File: src/rtl/sbs_pkg.sv
// Package: timing constants and state encodings for the SRAM backup supervisor sequencer
package sbs_pkg;

  // ------------------------------------------------------------------
  // Clock
  // ------------------------------------------------------------------
  localparam int unsigned CLK_PERIOD_NS = 20;

  // ------------------------------------------------------------------
  // Times in their own units, then cycles derived from them
  // ------------------------------------------------------------------
  // Sense comparator sample interval (internal oscillator, ~33 us)
  localparam int unsigned SAMPLE_PERIOD_US   = 33;
  localparam int unsigned SAMPLE_PERIOD_CYC  = (SAMPLE_PERIOD_US * 1000) / CLK_PERIOD_NS;
  // Consecutive out-of-tolerance samples before the warning fires
  localparam int unsigned WARN_SAMPLES       = 3;
  // Longest hold of an access in flight after supply failure (rounded down)
  localparam int unsigned CYCLE_HOLD_US      = 5;
  localparam int unsigned CYCLE_HOLD_CYC     = (CYCLE_HOLD_US * 1000) / CLK_PERIOD_NS;
  // Power-up reset hold, typical figure
  localparam int unsigned POWERUP_RESET_MS   = 100;
  localparam int unsigned POWERUP_RESET_CYC  = (POWERUP_RESET_MS * 1000000) / CLK_PERIOD_NS;

  // ------------------------------------------------------------------
  // Watchdog figures, counted in external oscillator clocks
  // ------------------------------------------------------------------
  localparam int unsigned WD_FIRST_CLKS      = 20480;
  localparam int unsigned WD_NORMAL_CLKS     = 5120;
  localparam int unsigned WD_RESET_CLKS      = 641;

  // ------------------------------------------------------------------
  // Freshness seal
  // ------------------------------------------------------------------
  localparam int unsigned SEAL_PULSES        = 3;

  // ------------------------------------------------------------------
  // Sequencer states
  // ------------------------------------------------------------------
  typedef enum logic [2:0] {
    SBS_POWERUP,
    SBS_RUN,
    SBS_HOLD,
    SBS_DOWN,
    SBS_WDRST
  } sbs_state_t;

endpackage : sbs_pkg

File: src/rtl/sbs_sequencer.sv
// Module: power-fail sequencer gating SRAM chip enable, resets, warning and seal
//
// Behaviour
// [RULE_01] Normal supply: chip enable out follows input
// [RULE_02] Supply below trip: chip enable forced high
// [RULE_03] Access in flight held until end or limit
// [RULE_04] Idle chip enable disabled at once
// [RULE_05] Three below-ground pulses enter freshness seal
// [RULE_06] Seal pulses applied only during normal supply
// [RULE_07] Seal tristates supply, resets, chip enable
// [RULE_08] Seal drives watchdog flag low
// [RULE_09] Battery switch flag keeps working under seal
// [RULE_10] Seal leaves only after supply power cycle
// [RULE_11] Battery flag follows supply versus battery level
// [RULE_12] Warning interrupt fires first on sense drop
// [RULE_13] Trip: both resets and chip enable together
// [RULE_14] Power-up clears battery flag above battery
// [RULE_15] Power-up reset held full reset time
// [RULE_16] Each later sense drop gives new warning
// [RULE_17] Missing kick causes watchdog reset
// [RULE_18] Warning needs three consecutive 33us samples
// [RULE_19] Watchdog 20480 clocks first, then 5120
// [RULE_20] Access hold limit at most 5 us
// [RULE_21] Comparator results are synchronous digital inputs
// [RULE_22] Seal pulse count clears outside normal supply
`timescale 1ns/10ps
module sbs_sequencer #(
  parameter int unsigned PU_RESET_CYC = sbs_pkg::POWERUP_RESET_CYC, // Power-up reset hold, cycles
  parameter int unsigned WD_FIRST     = sbs_pkg::WD_FIRST_CLKS,     // First watchdog period, osc clocks
  parameter int unsigned WD_NORMAL    = sbs_pkg::WD_NORMAL_CLKS,    // Later watchdog periods, osc clocks
  parameter int unsigned WD_RST_LEN   = sbs_pkg::WD_RESET_CLKS,     // Watchdog reset length, osc clocks
  parameter int unsigned SAMPLE_CYC   = sbs_pkg::SAMPLE_PERIOD_CYC  // Sense sample interval, cycles
) (
  input  wire logic sys_clk,              // System clock, 50 MHz
  input  wire logic rst,                  // Synchronous reset, active high
  input  wire logic supply_below_trip,    // Supply under supply_trip_level
  input  wire logic supply_below_batt,    // Supply under battery level
  input  wire logic sense_below_warn,     // early_warn_sense under warn_trip_level
  input  wire logic sense_below_ground,   // early_warn_sense pulse below ground
  input  wire logic chip_enable_in_n,     // Processor chip enable, active low
  input  wire logic kick_in_n,            // Watchdog kick, falling edge counts
  input  wire logic kick_open,            // Kick pin left open: watchdog off
  input  wire logic osc_clk_in,           // External watchdog oscillator level
  output logic      chip_enable_out_n,    // SRAM chip enable, active low
  output logic      chip_enable_out_oe,   // Drive enable for chip enable
  output logic      reset_out,            // Reset, active high
  output logic      reset_out_oe,         // Drive enable for reset_out
  output logic      reset_out_n,          // Reset, active low
  output logic      reset_out_n_oe,       // Drive enable for reset_out_n
  output logic      switched_sram_supply, // SRAM supply switch on
  output logic      power_warn_irq_n,     // Early power-fail warning, active low
  output logic      power_warn_irq_oe,    // Drive enable for warning
  output logic      battery_switch_flag,  // Supply at or under battery level
  output logic      watchdog_flag_n,      // Latched watchdog status, active low
  output logic      seal_active           // Freshness seal engaged
);

  localparam int unsigned PCW = $clog2(PU_RESET_CYC + 1);
  localparam int unsigned HCW = $clog2(sbs_pkg::CYCLE_HOLD_CYC + 1);
  localparam int unsigned WCW = $clog2(WD_FIRST + 1);
  localparam int unsigned SCW = $clog2(sbs_pkg::SEAL_PULSES + 1);

  typedef struct packed {
    sbs_pkg::sbs_state_t state;
    logic [PCW-1:0]      pu_cnt;
    logic [HCW-1:0]      hold_cnt;
    logic [WCW-1:0]      wd_cnt;
    logic                wd_first;
    logic [SCW-1:0]      seal_cnt;
    logic                seal;
    logic                seal_saw_off;
    logic                ground_d;
    logic                kick_d;
    logic                osc_d;
    logic                ce_n;
    logic                rst_act;
    logic                warn_n;
    logic                warn_oe;
    logic                batt;
    logic                wds_n;
  } sbs_st_t;

  sbs_st_t st_r;
  sbs_st_t st_nxt;
  logic    warn_filt;

  // ------------------------------------------------------------------
  // Sense filter
  // ------------------------------------------------------------------
  // Comparator levels come in already synchronised  // see [RULE_21]
  sbs_tick_filter #(
    .PERIOD_CYC (SAMPLE_CYC),
    .SAMPLES    (sbs_pkg::WARN_SAMPLES)
  ) u_warn_filter (
    .sys_clk  (sys_clk),
    .rst      (rst),
    .level_in (sense_below_warn),
    .filtered (warn_filt)                 // see [RULE_18]
  );

  // ------------------------------------------------------------------
  // Sequencing
  // ------------------------------------------------------------------
  logic osc_rise;
  logic kick_fall;
  logic ground_rise;
  logic wd_on;
  logic wd_expired;

  always_comb begin
    st_nxt      = st_r;
    osc_rise    = osc_clk_in & ~st_r.osc_d;
    kick_fall   = ~kick_in_n & st_r.kick_d;
    ground_rise = sense_below_ground & ~st_r.ground_d;
    wd_on       = ~kick_open & ~supply_below_trip;
    wd_expired  = st_r.wd_cnt == (st_r.wd_first ? WCW'(WD_FIRST) : WCW'(WD_NORMAL));

    st_nxt.osc_d    = osc_clk_in;
    st_nxt.kick_d   = kick_in_n;
    st_nxt.ground_d = sense_below_ground;

    // Battery flag tracks supply against battery, also under seal  // see [RULE_11]
    st_nxt.batt = supply_below_batt;      // see [RULE_09] see [RULE_14]

    // Warning: blocked while supply is still rising to the trip level,
    // but once set it follows the supply down   // see [RULE_12] see [RULE_16]
    if (!warn_filt)
      st_nxt.warn_n = 1'b1;
    else if (!supply_below_trip || !st_r.warn_n)
      st_nxt.warn_n = 1'b0;
    st_nxt.warn_oe = ~supply_below_batt;

    unique case (st_r.state)
      sbs_pkg::SBS_POWERUP: begin
        st_nxt.ce_n    = 1'b1;
        st_nxt.rst_act = 1'b1;
        if (supply_below_trip) begin
          st_nxt.pu_cnt = '0;
        end else if (st_r.pu_cnt == PCW'(PU_RESET_CYC - 1)) begin
          // Reset released after the full hold since supply valid  // see [RULE_15]
          st_nxt.state    = sbs_pkg::SBS_RUN;
          st_nxt.rst_act  = 1'b0;
          st_nxt.ce_n     = chip_enable_in_n;
          st_nxt.wd_cnt   = '0;
          st_nxt.wd_first = 1'b1;
        end else begin
          st_nxt.pu_cnt = st_r.pu_cnt + PCW'(1);
        end
      end
      sbs_pkg::SBS_RUN: begin
        if (supply_below_trip) begin
          st_nxt.rst_act  = 1'b1;          // see [RULE_13]
          st_nxt.hold_cnt = '0;
          if (!chip_enable_in_n && !st_r.ce_n) begin
            st_nxt.state = sbs_pkg::SBS_HOLD;   // see [RULE_03]
          end else begin
            st_nxt.state = sbs_pkg::SBS_DOWN;
            st_nxt.ce_n  = 1'b1;           // see [RULE_02] see [RULE_04] see [RULE_13]
          end
        end else begin
          st_nxt.ce_n = chip_enable_in_n;  // see [RULE_01]
          if (!wd_on || kick_fall) begin
            st_nxt.wd_cnt = '0;
            if (kick_fall) begin
              st_nxt.wds_n    = 1'b1;
              st_nxt.wd_first = 1'b0;
            end
          end else if (wd_expired) begin
            // Missing kick: latched flag plus a timed reset  // see [RULE_17] see [RULE_19]
            st_nxt.wds_n   = 1'b0;
            st_nxt.rst_act = 1'b1;
            st_nxt.wd_cnt  = '0;
            st_nxt.state   = sbs_pkg::SBS_WDRST;
          end else if (osc_rise) begin
            st_nxt.wd_cnt = st_r.wd_cnt + WCW'(1);
          end
        end
      end
      sbs_pkg::SBS_HOLD: begin
        // Access keeps its level until it ends or the limit runs out  // see [RULE_03] see [RULE_20]
        if (chip_enable_in_n || st_r.hold_cnt == HCW'(sbs_pkg::CYCLE_HOLD_CYC - 1)) begin
          st_nxt.ce_n  = 1'b1;
          st_nxt.state = sbs_pkg::SBS_DOWN;
        end else begin
          st_nxt.hold_cnt = st_r.hold_cnt + HCW'(1);
        end
      end
      sbs_pkg::SBS_DOWN: begin
        st_nxt.ce_n    = 1'b1;
        st_nxt.rst_act = 1'b1;
        if (!supply_below_trip) begin
          st_nxt.state  = sbs_pkg::SBS_POWERUP;
          st_nxt.pu_cnt = '0;
        end
      end
      sbs_pkg::SBS_WDRST: begin
        st_nxt.ce_n = chip_enable_in_n;
        if (supply_below_trip) begin
          st_nxt.state = sbs_pkg::SBS_DOWN;
          st_nxt.ce_n  = 1'b1;              // see [RULE_13]
        end else if (st_r.wd_cnt == WCW'(WD_RST_LEN)) begin
          st_nxt.rst_act  = 1'b0;
          st_nxt.wd_cnt   = '0;
          st_nxt.wd_first = 1'b1;
          st_nxt.state    = sbs_pkg::SBS_RUN;
        end else if (osc_rise) begin
          st_nxt.wd_cnt = st_r.wd_cnt + WCW'(1);
        end
      end
      default: begin
        st_nxt.state = sbs_pkg::SBS_POWERUP;
      end
    endcase

    // Watchdog status shows low whenever supply is under trip
    if (supply_below_trip)
      st_nxt.wds_n = 1'b0;
    else if (st_r.state == sbs_pkg::SBS_DOWN)
      st_nxt.wds_n = 1'b1;

    // ----------------------------------------------------------------
    // Freshness seal
    // ----------------------------------------------------------------
    // Pulses only count while supply is normal; a sagging supply could
    // otherwise arm the seal from a noisy sense pin   // see [RULE_06] see [RULE_22]
    if (supply_below_trip)
      st_nxt.seal_cnt = '0;
    else if (ground_rise && !st_r.seal) begin
      if (st_r.seal_cnt == SCW'(sbs_pkg::SEAL_PULSES - 1)) begin
        st_nxt.seal         = 1'b1;        // see [RULE_05]
        st_nxt.seal_saw_off = 1'b0;
        st_nxt.seal_cnt     = '0;
      end else begin
        st_nxt.seal_cnt = st_r.seal_cnt + SCW'(1);
      end
    end

    // Exit needs supply gone below battery, then back above it  // see [RULE_10]
    if (st_r.seal) begin
      if (supply_below_batt)
        st_nxt.seal_saw_off = 1'b1;
      else if (st_r.seal_saw_off)
        st_nxt.seal = 1'b0;
    end
    // Flag low from the first sealed cycle on, not one cycle late
    if (st_nxt.seal)
      st_nxt.wds_n = 1'b0;                  // see [RULE_08]
  end

  always_ff @(posedge sys_clk) begin
    if (rst) begin
      st_r              <= '0;
      st_r.state        <= sbs_pkg::SBS_POWERUP;
      st_r.ce_n         <= 1'b1;
      st_r.rst_act      <= 1'b1;
      st_r.warn_n       <= 1'b1;
      st_r.wds_n        <= 1'b1;
      st_r.kick_d       <= 1'b1;
      st_r.wd_first     <= 1'b1;
    end else begin
      st_r <= st_nxt;
    end
  end

  // ------------------------------------------------------------------
  // Outputs, all straight from the state flops
  // ------------------------------------------------------------------
  // Seal releases chip enable, both resets and SRAM supply; warning and battery flag keep driving  // see [RULE_07]
  assign chip_enable_out_n    = st_r.ce_n;
  assign chip_enable_out_oe   = ~st_r.seal;
  assign reset_out            = st_r.rst_act;
  assign reset_out_n          = ~st_r.rst_act;
  assign reset_out_oe         = ~st_r.seal;
  assign reset_out_n_oe       = ~st_r.seal;
  assign switched_sram_supply = ~st_r.seal;
  assign power_warn_irq_n     = st_r.warn_n;
  assign power_warn_irq_oe    = st_r.warn_oe;
  assign battery_switch_flag  = st_r.batt;
  assign watchdog_flag_n      = st_r.wds_n;
  assign seal_active          = st_r.seal;

endmodule : sbs_sequencer

File: src/rtl/sbs_tick_filter.sv
// Module: consecutive-sample noise filter on a periodic sampling tick
`timescale 1ns/10ps
module sbs_tick_filter #(
  parameter int unsigned PERIOD_CYC = 1650,   // Cycles between samples
  parameter int unsigned SAMPLES    = 3       // Consecutive highs needed
) (
  input  wire logic sys_clk,                  // System clock
  input  wire logic rst,                      // Synchronous reset, active high
  input  wire logic level_in,                 // Raw comparator level
  output logic      filtered                  // High after SAMPLES high samples
);

  localparam int unsigned PW = $clog2(PERIOD_CYC + 1);
  localparam int unsigned SW = $clog2(SAMPLES + 1);

  typedef struct packed {
    logic [PW-1:0] tick_cnt;
    logic [SW-1:0] run_cnt;
    logic          out;
  } sbs_flt_t;

  sbs_flt_t st_r;
  sbs_flt_t st_nxt;

  // ------------------------------------------------------------------
  // Sampling and run counting
  // ------------------------------------------------------------------
  always_comb begin
    st_nxt = st_r;
    if (st_r.tick_cnt == PW'(PERIOD_CYC - 1)) begin
      st_nxt.tick_cnt = '0;
      if (level_in) begin
        if (st_r.run_cnt != SW'(SAMPLES))
          st_nxt.run_cnt = st_r.run_cnt + SW'(1);
      end else begin
        // One good sample clears the run count: noise cannot accumulate
        st_nxt.run_cnt = '0;
      end
    end else begin
      st_nxt.tick_cnt = st_r.tick_cnt + PW'(1);
    end
    st_nxt.out = (st_nxt.run_cnt == SW'(SAMPLES));
  end

  always_ff @(posedge sys_clk) begin
    if (rst)
      st_r <= '0;
    else
      st_r <= st_nxt;
  end

  assign filtered = st_r.out;

endmodule : sbs_tick_filter

File: config.mk
export PLATFORM = sky130hd
export DESIGN_NAME = sbs_sequencer
export DESIGN_NICKNAME = d
export VERILOG_FILES = /design/src/rtl/sbs_pkg.sv /design/src/rtl/sbs_sequencer.sv /design/src/rtl/sbs_tick_filter.sv
export SDC_FILE = /design/constraint.sdc
export NUM_CORES = 1
export LEC_CHECK = 0
export ABC_AREA = 1
export BUFFER_PORTS_ARGS = -buffer_cell sky130_fd_sc_hd__buf_2
export CAP_MARGIN = 25
export CORE_UTILIZATION = 30
export DETAILED_ROUTE_END_ITERATION = 10
export PLACE_DENSITY = 0.49
export SLEW_MARGIN = 20
export SYNTH_ARGS = -nofsm -noshare
export SYNTH_HDL_FRONTEND = slang
export SYNTH_HIERARCHICAL = 1
export SYNTH_SLANG_ARGS = --single-unit
export TNS_END_PERCENT = 1
File: constraint.sdc
create_clock -name sys_clk -period 2.4 [get_ports sys_clk]
set_clock_uncertainty 0.1 [all_clocks]
set_input_delay 0.12 -clock sys_clk [delete_from_list [all_inputs] [get_ports sys_clk]]
set_output_delay 0.12 -clock sys_clk [all_outputs]
set_load 0.05 [all_outputs]
==> impl_metrics.csv, run 1 <==
group,metric,value,unit
grt,grt_usage,17.48,%
synth,ys.flop_type,"dfxtp_1",
timing,slew_violations,0,
routing,wl_met3,603,um
routing,wirelength,13760,um
placement,port_buffers,21,
synth,synthDistinctLibCells,41,
grt,grt-ovfl-total,0,
setup_path,end_kind,"flop",
routing,wl_met1,6438,um
die,start_util,31.10,%
synth,synthCells,809,
finish,final_layout_size_suffix_gt1_share,11.28,%
min_path,hold_class,"in -> reg",
synth,async_flop_share,0,%
routing,final_antenna_net_count,0,
clock_network,root_buffer,"clkbuf_16",
die,pin_count,22,
setup_path,worstPathRequired,2590,ps
grt,antenna_found_initial,0,
finish,diodes,0,
die,fp.dieH,131.0,um
grt,grt_max_degree,24,
routing,dr_wl_met2,6370,um
outcome,status,"complete, no violations",
clock_network,cts_buffers,9,
timing,finalCritPeriodShare,90.03,%
routing,firstDrtPassIters,6,
synth,synth-edff-count,0,
clock_network,cts_buffer_depth,2,
finish,final_core_util,35.44,%
setup_path,arrival,2350,ps
power,power.density,718.7,nW/um2
grt,grt_first_pass_wirelength,23160,um
timing,fin_tns_setup,0,ps
timing,slew_headroom,67.61,%
placement,gp_congestion,0.8677,
synth,synth_seq_cells,77,
synth,netlist_area,4995,um2
flow_run,maxCapViolCount,0,
clock_network,htreeDepth,3,
timing,hold_ws,14.05,ps
timing,hold_viol_final,0,
setup_path,startpoint_type,"flop",
routing,dr.max_layer_used,"met4",
finish,nFillCells,1777,
die,die_area,17170,um2
synth,synth_top_area_share,30.86,%
die,die-width,131.0,um
clock_network,clock_latency,360,ps
placement,place_hpwl,9930,um
timing,rsz0062_at_grt,"false",
die,design.core.area,16060,um2
setup_path,path_max_fanout,17,
clock_network,path_clk_slew,70,ps
setup_path,path_class,"reg -> reg",
synth,yosysSeqAreaShare,30.86,%
power,ir_drop,0.0003586,V
routing,wl_per_cell,13.00,um
finish,area_growth,13.95,%
timing,finalSetupViolCount,0,
power,cellLeakagePower,2.339,nW
clock_network,cts_tree,"built",
timing,clock.fmax,462.8,MHz
die,rows,46,
grt,first_global_vias,4733,
synth,syn_nets,827,
finish,nets,855,
synth,synthTopCellsByArea,"dfxtp_1 (31%), nand2_1 (16%), nor2_1 (9.8%)",
routing,viasPerCell,4.808,
synth,ys_warn_count,6,
clock_network,cts_sinks,77,
timing,worstMarginPinSlew,484.0,ps
timing,period_minus_slack,2161,ps
synth,synth_area_leader_cell,"dfxtp_1",
synth,syn_avg_cell_area,6.174,um2
routing,drt-initial-drc-count,417,
routing,num_vias,5087,
routing,drcViolationCount,0,
## through the flow
stage	cell area [um2]	cells	total power (W)	worst slack [ps]
final	5692	1058	0.004091	239.2
after global routing	5692	1058	0.004371	28.15
after detailed placement	5331	1035	0.002720	188.3
after global placement	5331	1035	0.002726	179.6
after floorplan	4995	809	0.002456	615.8
after CTS	5677	1056	0.004151	179.5
## report_power, final
part / switching (W) / internal, W
clock network: 0.000661 / 0.000738
logic: 0.000913 / 0.000340
registers: 0.0000847 / 0.00135
## timing repair
item                                   4_1_cts  5_1_grt
gates resized for setup                      0        0
buffers inserted                             0        2
setup endpoints to repair                    0        3
hold buffers                                 5        0
endpoints found under the hold margin        5        0
## cells in the mapped netlist (2+ instances only)
library cell / count
o21ai_2: 2
nand2_4: 2
ha_1: 8
xnor2_1: 3
nand3_2: 4
a21oi_1: 45
a211oi_1: 2
nand3b_1: 2
clkbuf_1: 10
buf_2: 6
a21oi_2: 4
xor2_1: 15
buf_6: 3
nor3_1: 17
nand3_1: 76
nor2_1: 131
o21ai_0: 11
inv_1: 98
nand3_4: 2
or2_2: 4
nand2_2: 6
nand2_1: 207
buf_4: 3
inv_2: 8
dfxtp_1: 77
nor2_2: 7
nor2_4: 3
nand4_1: 38
nor4_1: 3
## path summary, 6_finish.rpt
path,from,cells after the start,slack [ps],end
hold reg to reg,u_warn_filter/filtered,1,290,power_warn_irq_n
setup reg to reg,st_r[37],9,240,st_r[46]
hold / removal,rst,2,10,u_warn_filter/st_r[1]
setup / recovery,st_r[37],9,240,st_r[46]
## final cells by class
| cell class | instances | area (um2) | area share (%) |
|---|---|---|---|
| sequential | 77 | 1541 | 27.08 |
| inverter | 108 | 407.9 | 7.166 |
| clock buffer | 9 | 225.2 | 3.957 |
| timing repair buffer | 40 | 260.3 | 4.572 |
| multi-input combinational | 601 | 2917 | 51.24 |
| clock inverter | 7 | 70.07 | 1.231 |
| tap | 216 | 270.3 | 4.748 |
## cells by family after synthesis
family | after synthesis | share of synthesized area (%)
compound gates | 71 | 8.066
buf+inv | 131 | 10.75
fa+ha+maj | 8 | 2.004
xor+xnor | 18 | 3.156
flops | 77 | 30.86
simple gates | 504 | 45.17
## worst max-delay path, stage by stage, from the launching register on
cell	delay [ps]
dfxtp_1	420
ha_1	270
nand3_1	160
nor2_1	200
nand3_2	130
nand2_4	120
nand3_4	210
nand2_4	260
nand2_1	80
a21oi_1	140
## state kept, by name (all words and copies together), names as in the netlist
name	cells
power_warn_irq_n	1
reset_out	1
watchdog_flag_n	1
power_warn_irq_oe	1
st_r	56
chip_enable_out_n	1
u_warn_filter/st_r	13
u_warn_filter/filtered	1
battery_switch_flag	1
seal_active	1
## cell usage in the layout (no fill, tap or decap), drive strengths merged, types with 2 or more instances in the layout
| master | instances |
|---|---|
| or2 | 4 |
| buf | 35 |
| dlygate4sd3 | 5 |
| nand4 | 38 |
| xor2 | 15 |
| o21ai | 14 |
| xnor2 | 3 |
| nor2 | 141 |
| a211oi | 2 |
| nand3b | 2 |
| nor3 | 17 |
| dfxtp | 77 |
| nand2 | 215 |
| ha | 8 |
| inv | 113 |
| a21oi | 49 |
| nand3 | 82 |
| nor4 | 3 |
| clkbuf | 9 |
## layer usage
metal / vias up / global-route usage (%)
met5: - / 0
met4: 0 / 7.708
met3: 28 / 3.950
met2: 112 / 28.76
met1: 2292 / 21.79
li1: 2655 / -
Note: power is estimated with default switching activity, not from simulation.
==> inputs of run 2 (changes only) <==
GPL_TIMING_DRIVEN = 0   (was not set)
==> run 2 against run 1 <==
Compared with the run above:
- global-route usage about the same
- register-to-register slack gained 40 ps
- core utilization increased by 0.28 points
- via count shrank 0.43%
- cell count up 0.76%
- power grew 4.9%
- critical endpoint is now st_r[47]
==> impl_metrics.csv, run 2 (synthesized netlist as in run 1, its figures left out) <==
group,metric,value,unit
routing,firstDrtPassIters,5,
routing,wl_per_cell,13.00,um
grt,gr-usage-met1,22.67,%
power,ir_drop,0.0003594,V
timing,finalSetupViolCount,0,
finish,top_regs,"st_r: 56 flops, u_warn_filter/st_r: 13 flops",
timing,rsz0062_at_grt,"false",
outcome,status,"complete, no violations",
finish,final_layout_size_suffix_gt1_share,11.18,%
placement,postPlaceCellArea,5365,um2
finish,diodes,0,
timing,hold_viol_final,0,
grt,grt_first_pass_wirelength,22850,um
placement,port_buffers,20,
clock_network,cts_tree,"built",
routing,final_antenna_net_count,0,
die,fp.dieH,131.0,um
routing,drt-initial-drc-count,362,
die,rows,46,
power,power.density,748.2,nW/um2
timing,slew_headroom,51.26,%
finish,area_growth,14.85,%
grt,met2_usage,28.35,%
setup_path,end_kind,"flop",
clock_network,htreeDepth,3,
timing,slew_violations,0,
finish,final_cell_mix,"nand2_1 (207), nor2_1 (130), inv_1 (98)",
die,start_util,31.10,%
finish,nets,863,
setup_path,path_class,"reg -> reg",
clock_network,cts_sinks,77,
clock_network,cts_buffers,9,
placement,gp_congestion,0.8498,
setup_path,startpoint_type,"flop",
grt,grt_usage,17.50,%
timing,period_minus_slack,2124,ps
die,pin_count,22,
grt,grt_max_degree,15,
finish,final_common_cell,"nand2_1",
placement,dp_cells,1045,
die,die_area,17170,um2
setup_path,arrival,2300,ps
timing,clock.fmax,470.7,MHz
clock_network,path_clk_slew,60,ps
grt,met3_usage,3.298,%
die,design.core.area,16060,um2
finish,regMostFlops,"st_r",
routing,num_vias,5065,
routing,viasPerCell,4.751,
clock_network,cts_buffer_depth,2,
routing,drcViolationCount,0,
clock_network,root_buffer,"clkbuf_16",
finish,design_area,5737,um2
grt,first_global_vias,4618,
min_path,hold_class,"in -> reg",
routing,wirelength,13860,um
power,cellLeakagePower,2.339,nW
timing,finalCritPeriodShare,88.52,%
timing,hold_ws,93.45,ps
timing,worstMarginPinSlew,728.4,ps
timing,fin_tns_setup,0,ps
setup_path,worstPathRequired,2580,ps
grt,grt-ovfl-total,0,
finish,largest_register_ffs,56,
clock_network,clock_latency,350,ps
grt,grt.busiest_layer,"met2",
finish,final-instance-count-excl-fill,1066,
flow_run,maxCapViolCount,0,
power,total_power,0.004292,W
grt,antenna_found_initial,0,
setup_path,path_max_fanout,10,
clock_network,cts_setup_buffers,0,
die,die-width,131.0,um
placement,place_hpwl,10200,um
run 2: changes by cell type in the layout (fill, tap and decap cells not counted):
cell / change
buf_4: -11
clkbuf_1: +10
buf_2: +5
inv_8: -4
buf_6: +3
clkbuf_8: +2
bufinv_16: +1
clkbuf_2: +1
ha_1: -1
ha_2: +1
inv_6: +1
nor2_1: -1
nor2_2: +1
run 2: what timing repair did:
| item | 4_1_cts | 5_1_grt |
|---|---|---|
| endpoints found under the setup margin | 0 | 4 |
| gates resized for setup | 0 | 2 |
| hold buffers | 5 | 0 |
| hold endpoints to repair | 9 | 0 |
run 2: path summary, 6_finish.rpt:
| path | from | end | slack (ps) | depth (start not counted) |
|---|---|---|---|---|
| setup / recovery | st_r[37] | st_r[47] | 280 | 10 |
| hold / removal | chip_enable_in_n | chip_enable_out_n | 90 | 4 |
| setup reg to reg | st_r[37] | st_r[47] | 280 | 10 |
| hold reg to reg | u_warn_filter/filtered | power_warn_irq_n | 290 | 1 |
run 2: metrics by stage:
| step | util [%] | setup slack (ps) |
|---|---|---|
| after floorplan | - | 615.8 |
| after global placement | 33.41 | 242.4 |
| after detailed placement | 33.41 | 255.4 |
| after CTS | 35.69 | 213.4 |
| after global routing | 35.73 | 38.48 |
| final | 35.73 | 275.5 |
run 2: where the power goes:
group	leakage, nW	switching (W)	internal (W)	total [W]
Combinational	1.56	0.000966	0.000388	0.00135
Sequential	0.624	0.0000865	0.00135	0.00144
Clock	0.153	0.000623	0.000875	0.00150
Total	2.34	0.00168	0.00262	0.00429
run 2: area by class of cell:
class | instances | area, um2
clock buffers | 11 | 252.7
fillers | 1743 | 10320
multi-input cells | 601 | 2922
plain buffers | 23 | 128.9
repair buffers | 25 | 150.1
inverters | 108 | 407.9
flip-flops and latches | 77 | 1541
well taps | 216 | 270.3
clock inverters | 5 | 63.81
run 2: layer usage:
| metal | vias to the layer above | routed length [um] |
|---|---|---|
| met4 | 0 | 294 |
| li1 | 2666 | - |
| met5 | - | 0 |
| met2 | 85 | 6317 |
| met3 | 18 | 405 |
| met1 | 2296 | 6842 |
run 2: critical path: stages, from the launching register on:
cell and delay (ps):
dfxtp_1 450, ha_2 270, nand3_1 150, nor2_1 190, nand3_2 130, nand2_4 120
nand3_4 140, nand2_4 160, buf_6 160, nand2_1 50, a21oi_1 130
